## src/ifd_pkg.sv

```systemverilog
// package: constants, field layout and types for the instruction decoder
package ifd_pkg;
  localparam logic [7:0]  OPC_IDLE      = 8'h00; // idle_slot_op
  localparam logic [7:0]  OPC_FAR_JUMP  = 8'h02;
  localparam logic [7:0]  OPC_FAR_CALL  = 8'h04;
  localparam logic [7:0]  OPC_FAR_MOVE  = 8'h08;
  localparam logic [3:0]  CJMP_UNCOND   = 4'hf;  // jump_op
  localparam logic [7:0]  OPC_INT_RET   = 8'h91; // interrupt_return_op
  localparam logic [3:0]  ACC_REG       = 4'h0;  // file_op_accumulator
  localparam logic [9:0]  LIT_BYTE_MAX  = 10'h0ff;
  localparam logic [12:0] FILE_ADDR_MAX = 13'h1fff;
  localparam int          F_OPC  = 16;
  localparam int          F_DST  = 12;
  localparam int          F_BASE = 8;
  localparam int          F_SRC  = 4;
  localparam int          F_SMOD = 2;
  localparam int          F_DMOD = 0;
  localparam int          F_LIT  = 4;
  localparam int          F_LITD = 8;
  localparam int          F_TOF  = 15;
  localparam int          F_FAR2 = 7;
  localparam logic [1:0]  CYC_ONE   = 2'h1;
  localparam logic [1:0]  CYC_TWO   = 2'h2;
  localparam logic [1:0]  CYC_THREE = 2'h3;
  typedef enum logic [3:0] {
    CLS_IDLE, CLS_W3, CLS_LIT, CLS_CJMP, CLS_JUMP, CLS_FILE, CLS_BITL,
    CLS_BITI, CLS_SKIP, CLS_TABLE, CLS_RET, CLS_DMOV, CLS_FAR
  } ifd_cls_t;
  typedef enum logic [1:0] {WID_WORD = 2'h0, WID_BYTE = 2'h1, WID_DWORD = 2'h2} ifd_wid_t;
  typedef struct packed {
    ifd_cls_t    cls;
    ifd_wid_t    width;
    logic [3:0]  base;
    logic [3:0]  src;
    logic [3:0]  dst;
    logic [1:0]  src_mode;
    logic [1:0]  dst_mode;
    logic [12:0] file_addr;
    logic        to_file;
    logic [3:0]  bit_sel;
    logic        bit_indirect;
    logic [9:0]  lit10;
    logic [15:0] soff;
    logic [22:0] prog_addr;
  } ifd_dec_t;
  typedef struct packed {
    logic c;
    logic digit_carry_flag;
    logic n;
    logic arith_wrap_flag;
    logic z;
  } ifd_flags_t;
endpackage

```

## src/ifd_decoder.sv

```systemverilog
// module: instruction word decoder with cycle timing and status flags
module ifd_decoder (
  input  wire logic               sys_clk,      // instruction-cycle clock
  input  wire logic               rst,          // async reset, high
  input  wire logic               clk_en,       // freezes all state when low
  input  wire logic               instr_valid,  // fetched word present
  input  wire logic [23:0]        instr_word,   // fetched program word
  output logic                    fetch_ready,  // decoder can take a word (low while stalled)
  input  wire logic               cond_true,    // test result for jump or skip
  input  wire logic               flag_we,      // datapath flag update
  input  wire logic               sticky_z,     // zero flag may only clear
  input  wire ifd_pkg::ifd_flags_t flag_in,     // flags from datapath
  output logic                    exec_valid,   // decoded instruction pulse
  output ifd_pkg::ifd_dec_t       dec,          // decoded fields
  output logic                    idle_slot,    // idle cycle pulse
  output logic                    instr_done,   // instruction finished pulse
  output logic [1:0]              instr_cycles, // cycles of last instruction
  output ifd_pkg::ifd_flags_t     flags,        // status flags
  output logic                    lit_range_err,// byte literal above 255
  output logic                    word2_err,    // bad second word
  output logic                    addr_lsb_err  // odd program address
);
  typedef enum logic [2:0] {
    ST_ISSUE = 3'h0, ST_WORD2 = 3'h1, ST_STALL = 3'h3,
    ST_SKIP = 3'h2, ST_SKIP2 = 3'h6
  } ifd_state_t;

  // ************************************
  // decode functions
  // ************************************
  function automatic logic is_far(input logic [7:0] o);
    return (o == ifd_pkg::OPC_FAR_JUMP) || (o == ifd_pkg::OPC_FAR_CALL)
        || (o == ifd_pkg::OPC_FAR_MOVE);
  endfunction

  function automatic ifd_pkg::ifd_cls_t cls_of(input logic [7:0] o);
    case (o[7:4])
      4'h0: cls_of = (o == ifd_pkg::OPC_IDLE) ? ifd_pkg::CLS_IDLE
                   : is_far(o) ? ifd_pkg::CLS_FAR : ifd_pkg::CLS_JUMP;
      4'h2: cls_of = ifd_pkg::CLS_LIT;
      4'h3: cls_of = (o[3:0] == ifd_pkg::CJMP_UNCOND) ? ifd_pkg::CLS_JUMP
                   : ifd_pkg::CLS_CJMP;
      4'h4: cls_of = ifd_pkg::CLS_FILE;
      4'h5: cls_of = ifd_pkg::CLS_BITL;
      4'h6: cls_of = ifd_pkg::CLS_BITI;
      4'h7: cls_of = ifd_pkg::CLS_SKIP;
      4'h8: cls_of = ifd_pkg::CLS_TABLE;
      4'h9: cls_of = ifd_pkg::CLS_RET;
      4'ha: cls_of = ifd_pkg::CLS_DMOV;
      default: cls_of = ifd_pkg::CLS_W3;
    endcase
  endfunction

  function automatic ifd_pkg::ifd_wid_t wid_of(input logic [1:0] s);
    case (s)
      2'h1: wid_of = ifd_pkg::WID_BYTE;
      2'h2: wid_of = ifd_pkg::WID_DWORD;
      default: wid_of = ifd_pkg::WID_WORD;
    endcase
  endfunction

  function automatic ifd_pkg::ifd_dec_t decode(input logic [23:0] w);
    ifd_pkg::ifd_dec_t d;
    logic [7:0] o;
    o = w[ifd_pkg::F_OPC +: 8];
    d = '0;
    d.cls = cls_of(o);
    d.width = wid_of(o[1:0]);
    d.dst = w[ifd_pkg::F_DST +: 4];
    d.base = w[ifd_pkg::F_BASE +: 4];
    d.src = w[ifd_pkg::F_SRC +: 4];
    d.src_mode = w[ifd_pkg::F_SMOD +: 2];
    d.dst_mode = w[ifd_pkg::F_DMOD +: 2];
    case (d.cls)
      ifd_pkg::CLS_FILE:
      begin
        d.file_addr = w[12:0];
        d.to_file = w[ifd_pkg::F_TOF];
        if (!d.to_file)
          d.dst = ifd_pkg::ACC_REG;
      end
      ifd_pkg::CLS_BITL:
      begin
        d.bit_sel = w[ifd_pkg::F_DST +: 4];
        d.src = w[3:0];
      end
      ifd_pkg::CLS_BITI:
      begin
        d.bit_indirect = 1'b1;
        d.src = w[3:0];
      end
      ifd_pkg::CLS_LIT:
      begin
        d.base = w[3:0];
        if (o[2])
        begin
          d.lit10 = {2'h0, w[ifd_pkg::F_LITD +: 8]};
          d.dst = w[ifd_pkg::F_SRC +: 4];
        end
        else
        begin
          d.lit10 = w[ifd_pkg::F_LIT +: 10];
          d.dst = w[3:0];
        end
      end
      ifd_pkg::CLS_CJMP, ifd_pkg::CLS_JUMP:
        d.soff = {{6{w[9]}}, w[9:0]};
      ifd_pkg::CLS_FAR, ifd_pkg::CLS_DMOV:
        d.prog_addr = {7'h00, w[15:0]};
      default: d.lit10 = '0;
    endcase
    return d;
  endfunction

  function automatic logic [1:0] extra_of(input ifd_pkg::ifd_cls_t c, input logic t);
    case (c)
      ifd_pkg::CLS_JUMP, ifd_pkg::CLS_TABLE, ifd_pkg::CLS_DMOV: extra_of = 2'h1;
      ifd_pkg::CLS_RET:  extra_of = 2'h2;
      ifd_pkg::CLS_CJMP: extra_of = t ? 2'h1 : 2'h0;
      default: extra_of = 2'h0;
    endcase
  endfunction

  // ************************************
  // sequencing
  // ************************************
  ifd_state_t        state_reg, state_next;
  logic [1:0]        stall_reg;
  logic [1:0]        cnt_reg;
  logic [15:0]       word1_reg;
  logic [7:0]        opc_in;
  logic              two_in, take, finish;
  ifd_pkg::ifd_cls_t cls_in;
  logic [1:0]        extra_in;

  assign opc_in = instr_word[ifd_pkg::F_OPC +: 8];
  assign cls_in = cls_of(opc_in);
  assign two_in = is_far(opc_in);
  assign extra_in = extra_of(cls_in, cond_true);
  assign fetch_ready = (state_reg != ST_STALL);
  assign take = clk_en && instr_valid && fetch_ready;
  assign finish = clk_en && (state_next == ST_ISSUE)
               && (take || state_reg == ST_STALL);

  always_comb
  begin
    state_next = state_reg;
    unique case (state_reg)
      ST_ISSUE:
        if (take)
        begin
          if (two_in)
            state_next = ST_WORD2;
          else if (cls_in == ifd_pkg::CLS_SKIP && cond_true)
            state_next = ST_SKIP;
          else if (extra_in != 2'h0)
            state_next = ST_STALL;
        end
      ST_WORD2:
        if (take)
          state_next = ST_ISSUE;
      ST_SKIP:
        if (take)
          state_next = two_in ? ST_SKIP2 : ST_ISSUE;
      ST_SKIP2:
        if (take)
          state_next = ST_ISSUE;
      ST_STALL:
        if (clk_en && stall_reg == 2'h1)
          state_next = ST_ISSUE;
      default: state_next = ST_ISSUE;
    endcase
  end

  always_ff @(posedge sys_clk or posedge rst)
    if (rst)
      state_reg <= ST_ISSUE;
    else if (clk_en)
      state_reg <= state_next;

  always_ff @(posedge sys_clk or posedge rst)
    if (rst)
      stall_reg <= 2'h0;
    else if (take && state_reg == ST_ISSUE)
      stall_reg <= extra_in;
    else if (clk_en && state_reg == ST_STALL)
      stall_reg <= stall_reg - 2'h1;

  always_ff @(posedge sys_clk or posedge rst)
    if (rst)
      cnt_reg <= 2'h0;
    else if (take && state_reg == ST_ISSUE)
      cnt_reg <= ifd_pkg::CYC_ONE;
    else if (take || (clk_en && state_reg == ST_STALL))
      cnt_reg <= cnt_reg + 2'h1;

  always_ff @(posedge sys_clk or posedge rst)
    if (rst)
    begin
      instr_done <= 1'b0;
      instr_cycles <= 2'h0;
    end
    else if (clk_en)
    begin
      instr_done <= finish;
      if (finish)
        instr_cycles <= (state_reg == ST_ISSUE) ? ifd_pkg::CYC_ONE : cnt_reg + 2'h1;
    end

  // ************************************
  // decode output
  // ************************************
  always_ff @(posedge sys_clk or posedge rst)
    if (rst)
      word1_reg <= 16'h0000;
    else if (take && state_reg == ST_ISSUE)
      word1_reg <= instr_word[15:0];

  always_ff @(posedge sys_clk or posedge rst)
    if (rst)
    begin
      exec_valid <= 1'b0;
      dec <= '0;
    end
    else if (clk_en)
    begin
      exec_valid <= 1'b0;
      if (take && state_reg == ST_ISSUE)
      begin
        dec <= decode(instr_word);
        exec_valid <= !two_in;
      end
      else if (take && state_reg == ST_WORD2)
      begin
        exec_valid <= 1'b1;
        if (dec.cls == ifd_pkg::CLS_FAR)
          dec.prog_addr <= {instr_word[ifd_pkg::F_FAR2-1:0], word1_reg[15:1], 1'b0};
        else
          dec.dst <= instr_word[3:0];
      end
    end

  always_ff @(posedge sys_clk or posedge rst)
    if (rst)
      idle_slot <= 1'b0;
    else if (clk_en)
      idle_slot <= (take && (state_reg == ST_SKIP || state_reg == ST_SKIP2))
                || state_reg == ST_STALL;

  always_ff @(posedge sys_clk or posedge rst)
    if (rst)
    begin
      lit_range_err <= 1'b0;
      word2_err <= 1'b0;
      addr_lsb_err <= 1'b0;
    end
    else if (clk_en)
    begin
      lit_range_err <= take && state_reg == ST_ISSUE && cls_in == ifd_pkg::CLS_LIT
                    && !opc_in[2] && wid_of(opc_in[1:0]) == ifd_pkg::WID_BYTE
                    && instr_word[ifd_pkg::F_LIT +: 10] > ifd_pkg::LIT_BYTE_MAX;
      word2_err <= take && state_reg == ST_WORD2 && opc_in != ifd_pkg::OPC_IDLE;
      addr_lsb_err <= take && state_reg == ST_WORD2 && word1_reg[0]
                   && dec.cls == ifd_pkg::CLS_FAR;
    end

  // ************************************
  // status flags
  // ************************************
  always_ff @(posedge sys_clk or posedge rst)
    if (rst)
      flags <= '0;
    else if (clk_en && flag_we && exec_valid && dec.cls != ifd_pkg::CLS_IDLE)
    begin
      flags <= flag_in;
      flags.z <= sticky_z ? (flags.z && flag_in.z) : flag_in.z;
    end
endmodule

```

## config.mk

```make
export PLATFORM = sky130hd
export DESIGN_NAME = ifd_decoder
export DESIGN_NICKNAME = d
export VERILOG_FILES = /design/src/ifd_pkg.sv /design/src/ifd_decoder.sv
export SDC_FILE = /design/constraint.sdc
export NUM_CORES = 1
export LEC_CHECK = 0
export BUFFER_PORTS_ARGS = -buffer_cell sky130_fd_sc_hd__buf_2
export CORE_MARGIN = 10
export CORE_UTILIZATION = 45
export CTS_BUF_LIST = sky130_fd_sc_hd__clkbuf_2
export CTS_CLUSTER_DIAMETER = 50
export DETAILED_ROUTE_END_ITERATION = 6
export GPL_TIMING_DRIVEN = 0
export PLACE_DENSITY = 0.69
export SKIP_CTS_REPAIR_TIMING = 1
export SLEW_MARGIN = 20
export SYNTH_ARGS = -nofsm -noshare
export SYNTH_HDL_FRONTEND = slang
export SYNTH_SLANG_ARGS = --single-unit
```

## constraint.sdc

```tcl
create_clock -name sys_clk -period 3.8 [get_ports sys_clk]
set_clock_uncertainty 0.15 [all_clocks]
set_input_delay 0 -clock sys_clk [delete_from_list [all_inputs] [get_ports sys_clk]]
set_output_delay 0 -clock sys_clk [all_outputs]
set_load 0.01 [all_outputs]
```

Yosys cells after proc, flatten, opt, wreduce, memory -nomap -nowiden
Index checks and enable logic that the tools add are counted.
- flip-flop bits (word level): 126
- input bits: 36
- $add $sub $neg: 2
- order comparisons: 1
- equal/unequal tests: 39
- multiplexer cells: 45
- reductions and logical operators: 49
- operators with widths (operator ; count):
    $mux 23 ; 3
    $mux 4 ; 12
    $eq 4x4->1 const B ; 11
    $pmux 4 s10 ; 1
    $eq 4x3->1 const B ; 9
    $mux 16 ; 2
    $mux 3 ; 9
    $eq 4x2->1 const B ; 6
    $logic_and 1x1->1 ; 21
    $mux 10 ; 2
    $mux 14 ; 1
    $mux 2 ; 6
    $pmux 3 s4 ; 1
    $gt 10x8->1 const B ; 1
    $reduce_bool 2->1 ; 5
    $eq 8x2->1 const B ; 1
    $eq 8x3->1 const B ; 1
    $eq 8x4->1 const B ; 1
    $logic_not 8->1 ; 1
    $pmux 4 s2 ; 1
    $reduce_bool 8->1 ; 1
    $reduce_or 2->1 ; 4
    $eq 2x1->1 const B ; 3
    $eq 3x2->1 const B ; 2
    other kinds (18) ; 31

Logic depth before layout (Yosys ltp)
Gate-level depths: netlist (run 1).
- word-level depth: 19
- depth in mapped cells: 9

Least setup slack after synthesis (run 1)
No wires, ideal clock.
- path type: register -> register
- start point: reg state_reg[2]
- end point: reg instr_cycles[0]
- setup time: 128 ps
- data arrival time: 1990 ps
- setup slack: 1532 ps
- cell stages (with the launch flop): 8
- buffers on the path: 1
- period minus slack after synthesis: 2268 ps
- path through: dfrtp_1 -> clkbuf_1 -> or4_4 -> nor2_2 -> nand2_1 -> o211ai_1 -> a311oi_2 -> mux2_1
- word-level cells in the longest chain between the ends: 9
- elaborated cells between the ends (all ways): 22
- those cells by class: eq/ne: 5; mux: 9; reduce/logical: 8
- ends and longest elaborated chain (what ; RTL line ; text):
    from (decl) ; ifd_decoder.sv:127 ; ifd_state_t state_reg, state_next;
    from (signal assigned) ; ifd_decoder.sv:179 ; state_reg <= state_next;
    $mux 3 ; ifd_decoder.sv:156 ; else if (extra_in != 2'h0)
    $mux 3 ; ifd_decoder.sv:154 ; else if (cls_in == ifd_pkg::CLS_SKIP && cond_true)
    $mux 3 ; ifd_decoder.sv:152 ; if (two_in)
    $mux 3 ; ifd_decoder.sv:150 ; if (take)
    $pmux 3 s4 ; ifd_decoder.sv:148 ; unique case (state_reg)
    $logic_not 3->1 ; ifd_decoder.sv:142 ; assign finish = clk_en && (state_next == ST_ISSUE)
    $logic_and 1x1->1 ; ifd_decoder.sv:142 ;
    $logic_and 1x1->1 ; ifd_decoder.sv:143 ; && (take || state_reg == ST_STALL);
    $reduce_and 2->1 (no source line) ; -- ;
    to (signal assigned) ; ifd_decoder.sv:207 ; instr_cycles <= (state_reg == ST_ISSUE) ? ifd_pkg::CYC_ONE : cnt_reg + 2'h1;
    to (decl) ; ifd_decoder.sv:17 ; output logic [1:0] instr_cycles,
Parallel ways exist; a longest one is shown, timed or not.
A chain may end at the register's enable or synchronous reset.

Worst setup path after layout (run 1)
- start point: reg state_reg[2]
- end point: reg dec[74] (netlist bit)
- word-level cells in the longest chain between the ends: 5
- elaborated cells between the ends (all ways): 10
- those cells by class: eq/ne: 3; mux: 1; reduce/logical: 6
- ends and longest elaborated chain (what ; RTL line ; text):
    $ne 3x2->1 ; ifd_decoder.sv:140 ; assign fetch_ready = (state_reg != ST_STALL);
    $logic_and 1x1->1 ; ifd_decoder.sv:141 ; assign take = clk_en && instr_valid && fetch_ready;
    $logic_and 1x1->1, on equally long branches ; ifd_decoder.sv:228, ifd_decoder.sv:233 ;
    $ne 2x1->1 (no source line) or $reduce_bool 2->1 (tied branches) ; -- ;
    $reduce_and 3->1 (no source line) ; -- ;
    to (signal assigned) ; ifd_decoder.sv:230 ; dec <= decode(instr_word);
    to (decl) ; ifd_decoder.sv:14 ; output ifd_pkg::ifd_dec_t dec,
Parallel ways exist; a longest one is shown, timed or not.

==> metrics.csv, run 1 <==
metric;value;unit
worst skew pair latency;710;ps
RSZ-0062 raised after global routing;false;
Post-Synth Simple-Gate Area;19.54;%
top cell type's share of synthesized area;53.24;%
die height;132.0;um
count leader, synth;nand2_1;
DP HPWL;13180;um
Starting Density;46.38;%
Clock transition at path regs;190;ps
Iteration-0 DRC Markers;510;
first-pass GRT wire length;28350;um
I/O pin count;140;
Mapped Cells;600;
Slew HR;51.27;%
Routed WL;19140;um
Worst Setup Start Kind;flop;
failing checks;negative hold slack;
largest area contributor in the netlist;dfrtp_1;
routed vias;5515;
final net count;870;
Min Hold Slack;-15.55;ps
status;finished with violations;
Ys Warns;0;
slowest CP cell;dlygate4sd3_1;
Synth Area in Adders;0.2218;%
mux cell area share after synthesis;6.566;%
worst-margin pin slew;731.0;ps
most used cell, CP;dlygate4sd3_1;
Area contributors post-synth;dfrtp_1 (53%), nand2_1 (11%), mux2i_1 (5.0%);
final hold violation count;1;
mean post-synth cell area;9.401;um^2
asr flop ratio synth;100.0;%
Final period util;90.87;%
Die ar.;17410;um^2
largest family of logic cells by synthesized area;simple AND/OR/NAND/NOR gates;
Placer Congestion;0.8683;
cells along the critical path;clkbuf_1, or4_4, nor2_2, o21ai_0, a22oi_1, dlygate4sd3_1, a31oi_1, dlygate4sd3_1;
Distinct cells, synth;60;
Root Driver;clkbuf_2;
sequential area share after synthesis;53.24;%
TritonCTS buffer count;17;
setup TNS;0;ps
Vias/cell;5.433;
CTS tree;built;
Pleak;3.752;nW
clock sinks;120;
max-slew violations;0;
routed length per instance;18.86;um
area grow syn2layout;34.09;%
max reg flops;84;
Largest delay share family, worst path;buffers and inverters;
final core occ;62.19;%
post-synthesis xor/xnor area fraction;0.6211;%
DIE WIDTH;132.0;um
Overall Power;3.725;mW
WP data arrival;3950;ps
DR DRC count;0;
FF+latch count, synth;120;
drt pass-1 iters;5;
pwr/cell area;492.5;nW/um^2
Max IR drop VDD;0.2817;mV
WS Path Type;reg -> reg;
commonest cells in the netlist;nand2_1 (164), dfrtp_1 (120), o21ai_0 (29);
Max-Cap Viols;0;
core area;12160;um^2
Compound-Gate Fraction of Synth Area;15.08;%
Final Critical Period;3453;ps
GRT Overall Usage;20.28;%
vias in the first global route;5267;
Max Clock Freq;289.6;MHz
CP Capture Type;flop;
Post-Syn Nets;637;
largest net degree at the start of global routing;65;
crit path launch;state_reg[2]$_DFFE_PP0P_;
final setup violation count;0;
# rows;40;
commonest register cell after synthesis;dfrtp_1;
number of port buffers;136;
initial antenna violation count;1;
EDFF count, synth;0;
CP Buf/Inv Count;3;
RR Startpoint;state_reg[2]$_DFFE_PP0P_;
synthesized cell area;5640;um^2
worst hold path type;in -> reg;
Final ANT Viol Nets;0;
Overflow after GRT;0;
layout cells sized above 1;24.70;%
H-tree depth;4;
Hold Crit Start;instr_word[13];
WP data required;4300;ps
CP Max Fanout;10;
Max Root-Sink Buffers;2;
slowest stage delay, CP;590;ps
==> through the flow <==
step,area (um^2),instances,setup slack [ps]
after floorplan,5640,600,464.2
after global placement,6531,904,-805.1
after detailed placement,6564,905,1157
after CTS,6790,937,1119
after global routing,7564,1015,191.1
final,7564,1015,347.1
==> per-layer routing <==
layer	track usage, %	wire (um)	vias up
li1	-	-	2552
met1	26.01	8269	2674
met2	31.55	8746	252
met3	5.602	1628	37
met4	8.220	499	0
met5	0	0	-
==> worst paths after layout <==
| check | end | slack (ps) | cells after the start |
|---|---|---|---|
| worst min register to register | dec[62]$_DFFE_PP0P_ | 340 | 2 |
| max in group asynchronous | dec[2]$_DFFE_PP0P_ | 2500 | 5 |
| min in group asynchronous | dec[74]$_DFFE_PP0P_ | 300 | 4 |
| worst max register to register | dec[74]$_DFFE_PP0P_ | 350 | 8 |
| worst min-delay path | word1_reg[13]$_DFFE_PP0P_ | -20 | 4 |
| worst max-delay path | dec[74]$_DFFE_PP0P_ | 350 | 8 |
==> power by group <==
group	internal [mW]	total [mW]	switching, mW
combinational	0.495	1.15	0.658
sequential	1.57	1.77	0.204
clock	0.300	0.798	0.497
==> cell families after synthesis <==
group                      Yosys count
AOI/OAI and AO/OA                  125
and+or+nand+nor                    253
muxes                               36
adders and majority gates            1
xor gates and xnor gates             4
DFF                                120
buffers and inverters               61
==> tightest hold or removal path, cell delays in order <==
cell	delay, ps
dlygate4sd3_1	530
buf_2	180
nand2_1	100
nand2_1	50
==> cell usage in the layout, fill, tap and decap left out, drive strengths merged, types with 3 or more instances in the layout <==
| cell type | Yosys | final |
|---|---|---|
| a31oi | 8 | 8 |
| or3 | 3 | 3 |
| a21o | 3 | 3 |
| nand2 | 164 | 164 |
| and2 | 3 | 3 |
| a211oi | 4 | 4 |
| nand3 | 26 | 26 |
| a22oi | 3 | 3 |
| mux2i | 28 | 28 |
| clkbuf | 25 | 44 |
| o31ai | 12 | 12 |
| mux2 | 8 | 8 |
| o22ai | 17 | 17 |
| nand2b | 5 | 5 |
| o21ai | 30 | 30 |
| nor2 | 24 | 24 |
| clkinv | 0 | 7 |
| o211ai | 6 | 6 |
| nor3 | 11 | 11 |
| buf | 21 | 158 |
| clkinvlp | 0 | 4 |
| a22o | 4 | 4 |
| nand4 | 3 | 3 |
| dfrtp | 120 | 120 |
| or4 | 3 | 3 |
| dlygate4sd3 | 0 | 77 |
| nor4 | 4 | 4 |
| a21oi | 22 | 22 |
| inv | 15 | 15 |
==> area by class of cell <==
type	instances	area, um^2
timing repair buffer	214	1479
clock inverter	13	131.4
sequential	120	3003
clock buffer	19	95.09
inverter	15	61.31
buffer	46	210.2
fill	1039	4598
antenna	1	2.502
multi-input combinational	419	2371
tap	168	210.2
No activity file was read; power rests on OpenSTA's default activity.
==> run 2, diff against run 1 <==
Settings changed: PLACE_DENSITY 0.69 to default, PLACE_DENSITY_LB_ADDON from default to 0.3.
==> run 2 against run 1 <==
  * The run now ends clean
  * Flip-flop and latch count stayed put
  * Via count is 1.6% higher
  * Final cell count stayed put
  * Non-clock buffer count stayed put
  * Critical endpoint unchanged
==> metrics.csv, run 2 (same netlist as run 1, synthesis figures left out) <==
metric;value;unit;change
DIE WIDTH;132.0;um;unchanged
fin area;7636;um^2;was 7564 um^2
Routed WL;19870;um;was 19,140 um
Switching Share;36.24;%;was 36.51%
sw power;1.428;mW;was 1.360 mW
reg2reg end;dec[74]$_DFFE_PP0P_;;unchanged
grt met2 use;32.36;%;was 31.55%
clock share of power;25.5;%;was 21.4%
sequential power share;45.0;%;was 47.6%
# rows;40;;unchanged
Internal Power;2.512;mW;was 2.365 mW
GRT met3 Usage;5.793;%;was 5.602%
Clock transition at path regs;200;ps;was 190 ps
Reg2Reg Setup Slack;210;ps;was 350 ps
crit path launch;state_reg[2]$_DFFE_PP0P_;;unchanged
Max Root-Sink Buffers;2;;unchanged
Starting Density;46.38;%;unchanged
vias in the first global route;5289;;was 5,267
die height;132.0;um;unchanged
Hold Crit Start;instr_word[10];;was instr_word[13]
Max-Cap Viols;0;;unchanged
DR DRC count;0;;unchanged
DP Cell Count;905;;unchanged
WP data required;4260;ps;was 4300 ps
RSZ-0062 raised after global routing;false;;unchanged
number of port buffers;136;;unchanged
Slew HR;52.40;%;was 51.27%
Final Critical Period;3587;ps;was 3453 ps
hold path depth;4;;unchanged
CP Capture Type;flop;;unchanged
worst-margin pin slew;714.0;ps;was 731.0 ps
max-slew violations;0;;unchanged
Worst Setup Start Kind;flop;;unchanged
CP Buf/Inv Count;3;;unchanged
Iteration-0 DRC Markers;507;;was 510
final net count;870;;unchanged
slowest CP cell;dlygate4sd3_1;;unchanged
area of the multi-input gates;2371;um^2;unchanged
I/O pin count;140;;unchanged
hold endpoint;dec[82]$_DFFE_PP0P_;;was word1_reg[13]$_DFFE_PP0P_
Vias/cell;5.519;;was 5.433
Final ANT Viol Nets;0;;unchanged
GRT busiest layer;met2;;unchanged
Root Driver;clkbuf_2;;unchanged
slowest stage delay, CP;600;ps;was 590 ps
final setup violation count;0;;unchanged
most frequent cells in the layout;nand2_1 (164), buf_2 (148), dfrtp_1 (120);;unchanged
clock sinks;120;;unchanged
Max IR drop VDD;0.2305;mV;was 0.2817 mV
placed inst area;6564;um^2;unchanged
pwr/cell area;515.9;nW/um^2;was 492.5 nW/um^2
GRT Overall Usage;20.67;%;was 20.28%
max reg flops;84;;unchanged
Max Clock Freq;278.8;MHz;was 289.6 MHz
WS Path Type;reg -> reg;;unchanged
Overflow after GRT;0;;unchanged
fillers;1048;;was 1,039
CP Max Fanout;10;;unchanged
Die ar.;17410;um^2;unchanged
Final period util;94.38;%;was 90.87%
RR Startpoint;state_reg[2]$_DFFE_PP0P_;;unchanged
final hold violation count;0;;was 1
layout cells sized above 1;24.82;%;was 24.70%
area grow syn2layout;35.38;%;was 34.09%
cells along the critical path;clkbuf_1, or4_4, nor2_2, o21ai_0, a22oi_1, dlygate4sd3_1, a31oi_1, dlygate4sd3_1;;unchanged
CTS tree;built;;unchanged
routed vias;5602;;was 5,515
GR Layer Usage met1;26.62;%;was 26.01%
status;complete, no violations;;was finished with violations
final core occ;62.79;%;was 62.19%
Pleak;3.796;nW;was 3.752 nW
worst hold path type;in -> reg;;unchanged
initial antenna violation count;1;;unchanged
register area;3003;um^2;unchanged
first-pass GRT wire length;29040;um;was 28,350 um
FF-to-FF path depth;8;;unchanged
leading cell type in the layout, fill and taps excluded;nand2_1;;unchanged
DP HPWL;13310;um;was 13,180 um
post-route insts no fill;1015;;unchanged
core area;12160;um^2;unchanged
worst skew pair latency;700;ps;was 710 ps
routed length per instance;19.57;um;was 18.86 um
Placer Congestion;0.8612;;was 0.8683
most used cell, CP;dlygate4sd3_1;;unchanged
Comb power frac;29.4;%;was 31.0%
largest net degree at the start of global routing;68;;was 65
H-tree depth;4;;unchanged
drt pass-1 iters;7;;was 5
Largest delay share family, worst path;buffers and inverters;;unchanged
WP data arrival;4050;ps;was 3950 ps
TritonCTS buffer count;17;;unchanged
[run 2: changes by cell type in the layout (fill, tap and decap cells not counted), moves of 2 or more]
cell | previous run | this run
inv_6 | 1 | 6
clkinv_4 | 2 | 0
clkinv_2 | 4 | 1
clkbuf_2 | 19 | 17
inv_8 | 0 | 2
bufinv_16 | 2 | 4
[run 2: per-layer routing]
| layer | part of all wire [%] | vias up |
|---|---|---|
| met5 | 0 | - |
| met4 | 2.4 | 0 |
| met3 | 8.6 | 46 |
| met2 | 47 | 278 |
| met1 | 42 | 2726 |
| li1 | - | 2552 |
[run 2: how the worst max path moves through the flow]
stage | cells past startpoint | endpoint | slack, ps
after global routing | 8 | dec[74]$_DFFE_PP0P_ | 150
after floorplan | 1 | addr_lsb_err$_DFFE_PP0P_ | 460
after detailed placement | 6 | dec[83]$_DFFE_PP0P_ | 1140
after global placement | 2 | dec[29]$_DFFE_PP0P_ | -840
after CTS | 6 | dec[81]$_DFFE_PP0P_ | 1110
final | 8 | dec[74]$_DFFE_PP0P_ | 210
[run 2: power groups by stage]
stage,registers [mW],clock network (mW),logic [mW]
floorplan,1.84,0,0.519
global placement,1.78,0,1.01
detailed placement,1.79,0,1.04
CTS,1.77,1.02,1.05
global route,1.81,1.07,1.28
finish,1.77,1.01,1.16
[run 2: worst register-to-register path, cell delays in order (launching register included)]
cell,delay [ps]
dfrtp_1,450
clkbuf_1,240
or4_4,580
nor2_2,280
o21ai_0,270
a22oi_1,250
dlygate4sd3_1,580
a31oi_1,100
dlygate4sd3_1,600
[run 2: area by class of cell]
cell class | instances | area share, %
Clock buffer | 17 | 1.114
Tap cell | 168 | 2.753
Sequential cell | 120 | 39.32
Buffer | 46 | 2.753
Inverter | 15 | 0.8029
Antenna cell | 1 | 0.03277
Clock inverter | 15 | 2.802
Timing Repair Buffer | 214 | 19.37
Multi-Input combinational cell | 419 | 31.05
[run 2: stage by stage]
| step | TNS [ps] | hold slack (ps) | power [mW] | setup WS [ps] |
|---|---|---|---|---|
| floorplan | 0 | -51.82 | 2.362 | 464.2 |
| global route | 0 | -9.562 | 4.159 | 153.1 |
| global placement | -99380 | 83.59 | 2.787 | -837.6 |
| CTS | 0 | -854.3 | 3.835 | 1110 |
| detailed placement | 0 | -63.66 | 2.836 | 1135 |
| finish | 0 | 15.39 | 3.940 | 213.4 |
